===== src/design/tlh_pkg.sv =====
// package: register map, field layout and types of the lower timer half
package tlh_pkg;

  // ----------------------------------------------------------------
  // register offsets (byte addresses)
  // ----------------------------------------------------------------
  localparam logic [7:0] TLH_OFF_CONTROL = 8'h00;
  localparam logic [7:0] TLH_OFF_COUNTER = 8'h04;
  localparam logic [7:0] TLH_OFF_PERIOD  = 8'h08;
  localparam logic [7:0] TLH_OFF_OPMODE  = 8'h0c;

  // ----------------------------------------------------------------
  // control and opmode register field positions
  // ----------------------------------------------------------------
  localparam int TLH_B_LEVEL_UPPER = 16;
  localparam int TLH_B_RSVD_HI     = 15;
  localparam int TLH_B_RSVD_LO     = 10;
  localparam int TLH_B_GATE        = 9;
  localparam int TLH_B_CLKSRC      = 8;
  localparam int TLH_B_MODE_HI     = 7;
  localparam int TLH_B_MODE_LO     = 6;
  localparam int TLH_B_PWID_HI     = 5;
  localparam int TLH_B_PULSE_WIDTH_LOWER     = 4;
  localparam int TLH_B_CP          = 3;
  localparam int TLH_B_INVIN       = 2;
  localparam int TLH_B_INVOUT      = 1;
  localparam int TLH_B_LEVEL_LOWER = 0;
  localparam int TLH_B_OPMODE_HI   = 1;
  localparam int TLH_B_OPMODE_LO   = 0;

  // ----------------------------------------------------------------
  // reset values
  // ----------------------------------------------------------------
  localparam logic [31:0] TLH_RST_WORD  = 32'h0000_0000;
  localparam logic [1:0]  TLH_PULSE_NONE = 2'h0;
  localparam logic        TLH_SYNC_RST  = 1'h0;

  // ----------------------------------------------------------------
  // encodings
  // ----------------------------------------------------------------
  typedef enum logic [1:0] {
    TLH_EN_OFF,
    TLH_EN_ONCE,
    TLH_EN_CONT,
    TLH_EN_RSVD
  } tlh_enmode_t;

  typedef enum logic [1:0] {
    TLH_OP_GP64,
    TLH_OP_DUAL_UNCHAINED,
    TLH_OP_WATCHDOG,
    TLH_OP_DUAL_CHAINED
  } tlh_opmode_t;

  typedef struct packed {
    logic        gate;
    logic        clksrc;
    tlh_enmode_t mode;
    logic [1:0]  pwid;
    logic        cp;
    logic        invin;
    logic        invout;
  } tlh_ctrl_t;

  typedef struct packed {
    logic [7:0]  addr;
    logic [31:0] wdata;
    logic        wr;
    logic        rd;
  } tlh_bus_t;

endpackage


===== src/design/tlh_sync.sv =====
// two-flop synchroniser for signals arriving from outside the clock domain
`timescale 1ns/1ps
`default_nettype none
module tlh_sync
  import tlh_pkg::*;
#(
  parameter int WIDTH = 1
)(
  input  wire logic             clk_i,
  input  wire logic             rst_i,
  input  wire logic [WIDTH-1:0] async_i,
  output logic      [WIDTH-1:0] sync_o
);

  logic [WIDTH-1:0] meta_r;

  // first stage feeds only the second
  always_ff @(posedge clk_i)
  begin
    if (rst_i)
    begin
      meta_r <= {WIDTH{TLH_SYNC_RST}};
      sync_o <= {WIDTH{TLH_SYNC_RST}};
    end
    else
    begin
      meta_r <= async_i;
      sync_o <= meta_r;
    end
  end

endmodule
`default_nettype wire


===== src/design/tlh_timer.sv =====
// lower timer half: control register, clock selection, counter, output generation
//
// Design decisions made here: the register offsets and the strobed register port.
`timescale 1ns/1ps
`default_nettype none
module tlh_timer
  import tlh_pkg::*;
(
  input  wire logic        clk_i,
  input  wire logic        rst_i,
  input  wire logic [7:0]  addr_i,
  input  wire logic [31:0] wr_data_i,
  input  wire logic        wr_i,
  input  wire logic        rd_i,
  output logic      [31:0] rd_data_o,
  input  wire logic        timer_in_i,
  input  wire logic        output_level_upper_i,
  output logic             timer_out_pin_lower_o
);

  // ----------------------------------------------------------------
  // state
  // ----------------------------------------------------------------
  tlh_bus_t    bus;
  tlh_ctrl_t   ctrl_r;
  tlh_opmode_t opmode_r;
  logic [31:0] count_r;
  logic [31:0] period_r;
  logic        level_r;
  logic [1:0]  pulse_left_r;
  logic        pin_prev_r;
  logic        rd_valid_r;
  logic        pin_sync;
  logic        pin_src;
  logic        tick;
  logic        running;
  logic        hit;
  logic        pulse_mode;
  logic        level_nxt;
  logic [31:0] count_inc;

  assign bus = '{addr: addr_i, wdata: wr_data_i, wr: wr_i, rd: rd_i};

  // ----------------------------------------------------------------
  // timer input
  // ----------------------------------------------------------------
  tlh_sync #(
    .WIDTH (1)
  ) u_in_sync (
    .clk_i   (clk_i),
    .rst_i   (rst_i),
    .async_i (timer_in_i),
    .sync_o  (pin_sync)
  );

  // inversion only matters when the pin is the clock
  assign pin_src = ctrl_r.clksrc ? (pin_sync ^ ctrl_r.invin) : pin_sync;

  always_ff @(posedge clk_i)
  begin
    if (rst_i)
      pin_prev_r <= TLH_SYNC_RST;
    else
      pin_prev_r <= pin_src;
  end

  // pin clock counts on its rising edge; internal clock ticks every cycle, or only while the pin is high when gated
  always_comb
  begin
    if (ctrl_r.clksrc)
      tick = pin_src && !pin_prev_r;
    else if (ctrl_r.gate)
      tick = pin_sync;
    else
      tick = 1'b1;
  end

  // ----------------------------------------------------------------
  // counter
  // ----------------------------------------------------------------
  assign running   = (ctrl_r.mode == TLH_EN_ONCE) || (ctrl_r.mode == TLH_EN_CONT);
  assign count_inc = count_r + 32'h0000_0001;
  assign hit       = tick && running && (count_r != period_r) && (count_inc == period_r);

  always_ff @(posedge clk_i)
  begin
    if (rst_i)
      count_r <= TLH_RST_WORD;
    else if (bus.wr && bus.addr == TLH_OFF_COUNTER)
      count_r <= bus.wdata;
    else if (tick)
    begin
      case (ctrl_r.mode)
        TLH_EN_ONCE:
          if (count_r != period_r)
            count_r <= count_inc;
        TLH_EN_CONT:
          if (count_r == period_r)
            count_r <= TLH_RST_WORD;
          else
            count_r <= count_inc;
        default:
          count_r <= count_r;
      endcase
    end
  end

  // ----------------------------------------------------------------
  // output generation
  // ----------------------------------------------------------------
  assign pulse_mode = (opmode_r == TLH_OP_WATCHDOG) || !ctrl_r.cp;

  always_comb
  begin
    level_nxt = level_r;
    if (hit)
      level_nxt = pulse_mode ? 1'b1 : !level_r;
    else if (pulse_mode && tick && level_r && pulse_left_r == TLH_PULSE_NONE)
      level_nxt = 1'b0;
  end

  always_ff @(posedge clk_i)
  begin
    if (rst_i)
      pulse_left_r <= TLH_PULSE_NONE;
    else if (hit && pulse_mode)
      pulse_left_r <= ctrl_r.pwid;
    else if (tick && pulse_left_r != TLH_PULSE_NONE)
      pulse_left_r <= pulse_left_r - 2'h1;
  end

  // pin follows level through the invert bit; one flop keeps it glitch free
  always_ff @(posedge clk_i)
  begin
    if (rst_i)
    begin
      level_r               <= 1'b0;
      timer_out_pin_lower_o <= 1'b0;
    end
    else
    begin
      level_r               <= level_nxt;
      timer_out_pin_lower_o <= level_nxt ^ ctrl_r.invout;
    end
  end

  // ----------------------------------------------------------------
  // register writes
  // ----------------------------------------------------------------
  // status and reserved bits have no storage, so writes cannot reach them
  always_ff @(posedge clk_i)
  begin
    if (rst_i)
      ctrl_r <= tlh_ctrl_t'(TLH_RST_WORD[TLH_B_GATE:TLH_B_INVOUT]);
    else if (bus.wr && bus.addr == TLH_OFF_CONTROL)
      ctrl_r <= tlh_ctrl_t'(bus.wdata[TLH_B_GATE:TLH_B_INVOUT]);
  end

  always_ff @(posedge clk_i)
  begin
    if (rst_i)
      period_r <= TLH_RST_WORD;
    else if (bus.wr && bus.addr == TLH_OFF_PERIOD)
      period_r <= bus.wdata;
  end

  always_ff @(posedge clk_i)
  begin
    if (rst_i)
      opmode_r <= TLH_OP_GP64;
    else if (bus.wr && bus.addr == TLH_OFF_OPMODE)
      opmode_r <= tlh_opmode_t'(bus.wdata[TLH_B_OPMODE_HI:TLH_B_OPMODE_LO]);
  end

  // ----------------------------------------------------------------
  // register reads
  // ----------------------------------------------------------------
  always_ff @(posedge clk_i)
  begin
    if (rst_i)
    begin
      rd_data_o  <= TLH_RST_WORD;
      rd_valid_r <= 1'b0;
    end
    else
    begin
      rd_valid_r <= bus.rd;
      rd_data_o  <= TLH_RST_WORD;
      if (bus.rd)
      begin
        if (bus.addr == TLH_OFF_CONTROL)
        begin
          rd_data_o[TLH_B_LEVEL_UPPER]          <= output_level_upper_i;
          rd_data_o[TLH_B_GATE:TLH_B_INVOUT]    <= ctrl_r;
          rd_data_o[TLH_B_LEVEL_LOWER]          <= level_r;
        end
        else if (bus.addr == TLH_OFF_COUNTER)
          rd_data_o <= count_r;
        else if (bus.addr == TLH_OFF_PERIOD)
          rd_data_o <= period_r;
        else if (bus.addr == TLH_OFF_OPMODE)
          rd_data_o[TLH_B_OPMODE_HI:TLH_B_OPMODE_LO] <= opmode_r;
      end
    end
  end

  // ----------------------------------------------------------------
  // checks
  // ----------------------------------------------------------------
  logic [7:0] rd_addr_r;

  always_ff @(posedge clk_i)
  begin
    if (rst_i)
      rd_addr_r <= 8'h00;
    else
      rd_addr_r <= bus.addr;
  end
endmodule
`default_nettype wire


===== config.mk =====
export PLATFORM = sky130hd
export DESIGN_NAME = tlh_timer
export DESIGN_NICKNAME = d
export VERILOG_FILES = /design/src/design/tlh_pkg.sv /design/src/design/tlh_sync.sv /design/src/design/tlh_timer.sv
export SDC_FILE = /design/constraint.sdc
export NUM_CORES = 1
export LEC_CHECK = 0
export BUFFER_PORTS_ARGS = -buffer_cell sky130_fd_sc_hd__buf_2
export CORE_AREA = 3 3 137 205
export CTS_BUF_LIST = sky130_fd_sc_hd__clkbuf_8
export DETAILED_ROUTE_END_ITERATION = 6
export DIE_AREA = 0 0 140 208
export MAX_ROUTING_LAYER = met4
export SYNTH_ARGS = -nofsm -noshare
export SYNTH_HDL_FRONTEND = slang
export SYNTH_SLANG_ARGS = --single-unit

===== constraint.sdc =====
create_clock -name clk_i -period 8.4 [get_ports clk_i]
set_input_delay 0.84 -clock clk_i [delete_from_list [all_inputs] [get_ports clk_i]]
set_output_delay 0.84 -clock clk_i [all_outputs]
set_load 0.01 [all_outputs]

* After elaboration in Yosys (flattened, before gate mapping)
Index checks and enable logic that the tools add are counted.
Cells by class: $add $sub $neg 2, $mul 0, divide/modulo/power cells 0, order comparisons 0, equality and inequality tests 10, shift-type cells 0, mux-type cells 19, bitwise gates (word level) 3, reductions and logical operators 27
Operators with widths (number):
- two-way mux 32 bit | 5
- == test 32 bit | 2
- case mux 32 bit (2 select lines) | 1
- adder 32 x 1 -> 32 bit, second input constant | 1
- != test 32 bit | 1
- two-way mux 30 bit | 1
- == test 8 x 4 -> 1 bit, second input constant | 2
- logical AND 1 bit | 13
- two-way mux 10 bit | 1
- == test 8 x 3 -> 1 bit, second input constant | 1
- zero test 8 bit | 1
- two-way mux 2 bit | 4
- two-way mux 1 bit | 7
- nonzero test 2 bit | 3
- == test 2 bit, second input constant | 2
- zero test 1 bit | 3
- != test 3 x 1 -> 1 bit, second input constant | 1
- AND reduction 3 bit | 1
- nonzero test 3 bit | 1
- OR reduction 3 bit | 1
- == test 2 x 1 -> 1 bit, second input constant | 1
- zero test 2 bit | 1
- logical OR 1 bit | 2
- OR reduction 2 bit | 1
- other kinds (3) | 4
Storage, ports and cells: register bits 114, latch bits 0, bits in writable memories 0, ROM bits 0, input port bits 46, output and inout port bits 33, word-level logic and storage cells 79, memories kept 0

* Depth between registers and ports, before layout
depth after elaboration 10, depth in mapped cells 11, gate-level depth less buffers 9

* Modules after synthesis
From an unflattened synthesis, not the netlist that was laid out.
Second synthesis, totals: cell total of the unflattened synthesis 847, area, all modules 6617.6 µm²
By module, submodules not included:
- tlh_timer | times used 1, cells an instance 843, area each 6565.0 µm², sequential area each 2242.2 µm²
- tlh_sync | times used 1, cells an instance 4, area each 52.6 µm², sequential area each 40.0 µm²

* Worst setup path before layout
OpenSTA, ideal clock, no wires.
path type register to register, start point reg count_r[0], end point reg pulse_left_r[0], library setup time 121 ps, data arrival time 3044 ps, required time 8279 ps, slack 5235 ps, stages on the path, launching flop included 11, buffers on the path 1, clock period less this slack 3165 ps, path through dfxtp_1 -> ha_1 -> clkbuf_2 -> nand3_2 -> or3_4 -> or3_4 -> o2bb2ai_1 -> or4_4 -> a2111oi_4 -> nand3_2 -> mux2_4
Between the ends: word-level cells in the longest chain between the ends 5, elaborated cells between the ends (all ways) 8, those cells by class add/sub: 1; eq/ne: 2; mux: 1; reduce/logical: 4
RTL lines:
- start, declared | line tlh_timer.sv:27 | logic [31:0] count_r;
- start signal, assigned | line tlh_timer.sv:90 | count_r <= bus.wdata;
- start signal, assigned | line tlh_timer.sv:96 | count_r <= count_inc;
- start signal, assigned | line tlh_timer.sv:101 | count_r <= count_inc;
- adder 32 x 1 -> 32 bit or != test 32 bit (tied branches) | line tlh_timer.sv:82, tlh_timer.sv:83
- == test 32 bit or logical AND 1 bit (tied branches) | line tlh_timer.sv:83 | assign hit = tick && running && (count_r != period_r) && (count_inc == period_r);
- logical AND 1 bit * | line tlh_timer.sv:83
- logical AND 1 bit * | line tlh_timer.sv:126 | else if (hit && pulse_mode)
- two-way mux 2 bit or nonzero test 2 bit (tied branches)
- end signal, assigned | line tlh_timer.sv:127 | pulse_left_r <= ctrl_r.pwid;
- end signal, assigned | line tlh_timer.sv:129 | pulse_left_r <= pulse_left_r - 2'h1;
- end, declared | line tlh_timer.sv:30 | logic [1:0] pulse_left_r;
Every way passes the cells marked *; elsewhere a longest branch is shown, timed or not. A chain may end at the register's enable or synchronous reset.

* Worst setup path after layout
Same ends and word-level chain as after synthesis.

==> metrics.md <==
| Metric | Value |
|---|---|
| Cell at the root of the clock tree | sky130_fd_sc_hd__clkbuf_8 |
| H-tree depth | 4 |
| Via count | 6547 |
| Ant diodes | 0 |
| Initial cell density of the core | 24.76% |
| Crit Path Max Fanout | 13 |
| Clock Skew | 19.21 ps |
| Met1 global-route usage | 17.14% |
| Longest Clk Path Bufs | 2 |
| Crit path arrival time | 4480 ps |
| Core occupancy in the finished layout | 28.59% |
| Required arrival time at the worst endpoint | 8750 ps |
| Die outline area | 29120 um2 |
| Half-perimeter wire length of the detailed placement result | 17.09 mm |
| Number of unique standard cell types used by synthesis | 74 |
| Worst hold path type | reg -> reg |
| Fin crit share | 49.19% |
| Clock tree from TritonCTS | yes |
| Status | finished, final reports clean |
| Total clock sinks | 114 |
| Aggregate negative setup slack | 0 ps |
| Final critical path time including I/O delays and setup | 4132 ps |
| Final Wtd Congestion | 0.9231 |
| Vertical extent of the die | 208 um |
| DRC | 0 |
| Starting DRC count in detailed routing | 562 |
| Critical path class | reg -> reg |
| Clock-pin slew reported for the worst setup and hold paths after clock tree synthesis | 80 ps |
| Final WL | 23.62 mm |
| Post-detailed-route via-to-cell ratio | 5.263 |
| Worst-Margin Slew | 1068 ps |
| Crit end category | flop |
| Critical Path Source Type | flop |
| Layer carrying the most global-route usage | met2 |
| Fillers | 2927 |
| Core region area | 26490 um2 |
| Max-slew violation count | 0 |
| Most common cell in the synthesized netlist | sky130_fd_sc_hd__nand2_1 |
| Multi-input gate area | 3923 um2 |
| Count of flip-flops with a built-in enable after synthesis | 0 |
| Vias in the first global route | 6561 |
| Number of antenna violations at the first check in global routing | 0 |
| Residual antenna-violating net count after detailed routing | 0 |
| Mean cell area of the mapped netlist | 7.670 um2 |
| Largest area contributor in the netlist | sky130_fd_sc_hd__dfxtp_1 |
| Number of nets in the final layout | 944 |
| Largest vdd supply drop | 0.07969 mV |
| Leakage power | 0.002507 uW |
| Number of iterations in the first detailed-routing pass | 6 |
| Number of buffers created by CTS | 17 |
| Wire length of the first global-routing pass | 36.45 mm |
| Share of the yosys chip area belonging to registers | 34.80% |
| Total of cells resized after clock tree synthesis | 0 |
| Number of standard-cell rows in the floorplan | 73 |
| Cell types occupying the most area after synthesis | sky130_fd_sc_hd__dfxtp_1, sky130_fd_sc_hd__nand2_1, sky130_fd_sc_hd__xnor2_1 |
| Pin count of the biggest net entering global routing | 89 |
| Ports placed on the boundary | 79 |
| Insertion delay to the later sink of the worst-skew pair | 460 ps |
| Met2 demand-to-capacity share in global routing | 29.14% |
| Setup repair after global routing missed its margin | no |
| Worst slew margin | 28.41% |
| Area added between synthesis and finish | 15.47% |
| Share of Yosys cell area claimed by the top area cell type | 34.80% |
| Max-capacitance violation count | 0 |
| Routed wirelength normalized by instance count | 18.99 um |
| Peak Freq | 242.0 MHz |
| Fraction of final layout cells with drive strength greater than 1 | 16.54% |
| Area used by sequential logic in the layout | 2282 um2 |
| Die Width | 140 um |
| Gr usage total | 16.37% |
| Total congestion overflow | 0 |
| Post-Syn Nets | 905 |
| Async S/R FF share, synth | 0% |
| Number of synthesized register bits | 114 |
| Setup Fix Bufs, Post-CTS | 0 |
| Gate count after technology mapping | 855 |
| Final hold viol count | 0 |
| Most common flop cell mapped by yosys | sky130_fd_sc_hd__dfxtp_1 |
| Number of warnings issued by yosys | 0 |
| Global routing usage on met3 | 2.276% |
| Power per standard cell area | 154.4 nW/um2 |
| Cts-stage hold buffer count | 0 |
| # port buffers | 78 |
| Final setup vio count | 0 |
| Leading cell types by count after synthesis | sky130_fd_sc_hd__nand2_1, sky130_fd_sc_hd__dfxtp_1, sky130_fd_sc_hd__a21oi_1, sky130_fd_sc_hd__nor2_1, sky130_fd_sc_hd__clkbuf_1 |
| Post-Synthesis Cell Area | 6558 um2 |
through the flow:
| step | total power (uW) | hold WS (ps) | cell area, um2 | setup WS [ps] | std cells |
|---|---|---|---|---|---|
| after floorplan | 581.1 | 413.8 | 6558 | 5235 | 855 |
| after global placement | 606.7 | 426.9 | 7148 | 3964 | 1212 |
| after detailed placement | 606.9 | 425.3 | 7148 | 3968 | 1212 |
| after CTS | 1180 | 440.6 | 7572 | 4351 | 1244 |
| after global routing | 1206 | 456.6 | 7572 | 4065 | 1244 |
| final | 1169 | 436.1 | 7572 | 4268 | 1244 |
worst max-delay path, cell delays in order (launching register included):
cell and delay, ps:
sky130_fd_sc_hd__dfxtp_1 540, sky130_fd_sc_hd__ha_1 350, sky130_fd_sc_hd__nand3_2 260, sky130_fd_sc_hd__nor3_2 880
sky130_fd_sc_hd__nand4_1 380, sky130_fd_sc_hd__or3_2 580, sky130_fd_sc_hd__a2111oi_4 500, sky130_fd_sc_hd__nand3_2 190
sky130_fd_sc_hd__mux2_4 320
state kept, by name (all words and copies together) (netlist names):
signal,count
level_r,1
pulse_left_r,2
u_in_sync.meta_r,1
rd_data_o,32
ctrl_r,9
period_r,32
timer_out_pin_lower_o,1
u_in_sync.sync_o,1
opmode_r,2
pin_prev_r,1
count_r,32
final timing paths:
path                          startpoint                           end  slack, ps  cells past startpoint
min          u_in_sync.meta_r$_SDFF_PP0_   u_in_sync.sync_o$_SDFF_PP0_        440                      1
max              count_r[0]$_SDFFE_PP0P_  pulse_left_r[0]$_SDFFE_PP0P_       4270                      8
max reg2reg      count_r[0]$_SDFFE_PP0P_  pulse_left_r[0]$_SDFFE_PP0P_       4270                      8
min reg2reg  u_in_sync.meta_r$_SDFF_PP0_   u_in_sync.sync_o$_SDFF_PP0_        440                      1
routing by layer:
layer	share of wire (%)	up-vias
met5	0	-
met4	5.1	0
met3	3.4	65
met2	53	196
met1	38	3123
li1	-	3163
cell families (layout without fill, tap and decap cells):
logic type      Yosys count  in the layout  synth area share, %
xor+xnor                 53             53                7.079
buf+inv                  82            134                5.705
flops                   114            114                34.80
mux                       5              5               0.8586
fa+ha+maj                 4              4               0.7632
simple gates            380            380                29.56
compound gates          217            217                21.24
cells in the final DEF, fill, tap and decap left out, types with 18 or more instances in the layout:
master	count
sky130_fd_sc_hd__dfxtp_1	114
sky130_fd_sc_hd__buf_2	78
sky130_fd_sc_hd__nand3_1	25
sky130_fd_sc_hd__a22oi_1	32
sky130_fd_sc_hd__o21ai_0	45
sky130_fd_sc_hd__xnor2_1	42
sky130_fd_sc_hd__nand4_1	18
sky130_fd_sc_hd__or3_1	19
sky130_fd_sc_hd__a21oi_1	61
sky130_fd_sc_hd__nand2_1	150
sky130_fd_sc_hd__a31oi_1	35
sky130_fd_sc_hd__nor2_1	61
power by group:
group / internal, uW / switching [uW] / leakage, uW / total, uW
Combinational: 18.0 / 31.6 / 0.00138 / 49.6
Sequential: 542 / 3.06 / 0.000918 / 545
Clock: 320 / 254 / 0.000211 / 575
area by class of cell:
cell class / count / share of cell area, %
clock buffer: 17 / 3.090
clock inverter: 15 / 2.512
inverter: 13 / 0.6444
multi-input combinational: 659 / 51.80
sequential: 114 / 30.14
tap: 337 / 5.568
timing repair buffer: 89 / 6.246
No activity file was read; power rests on OpenSTA's default activity.
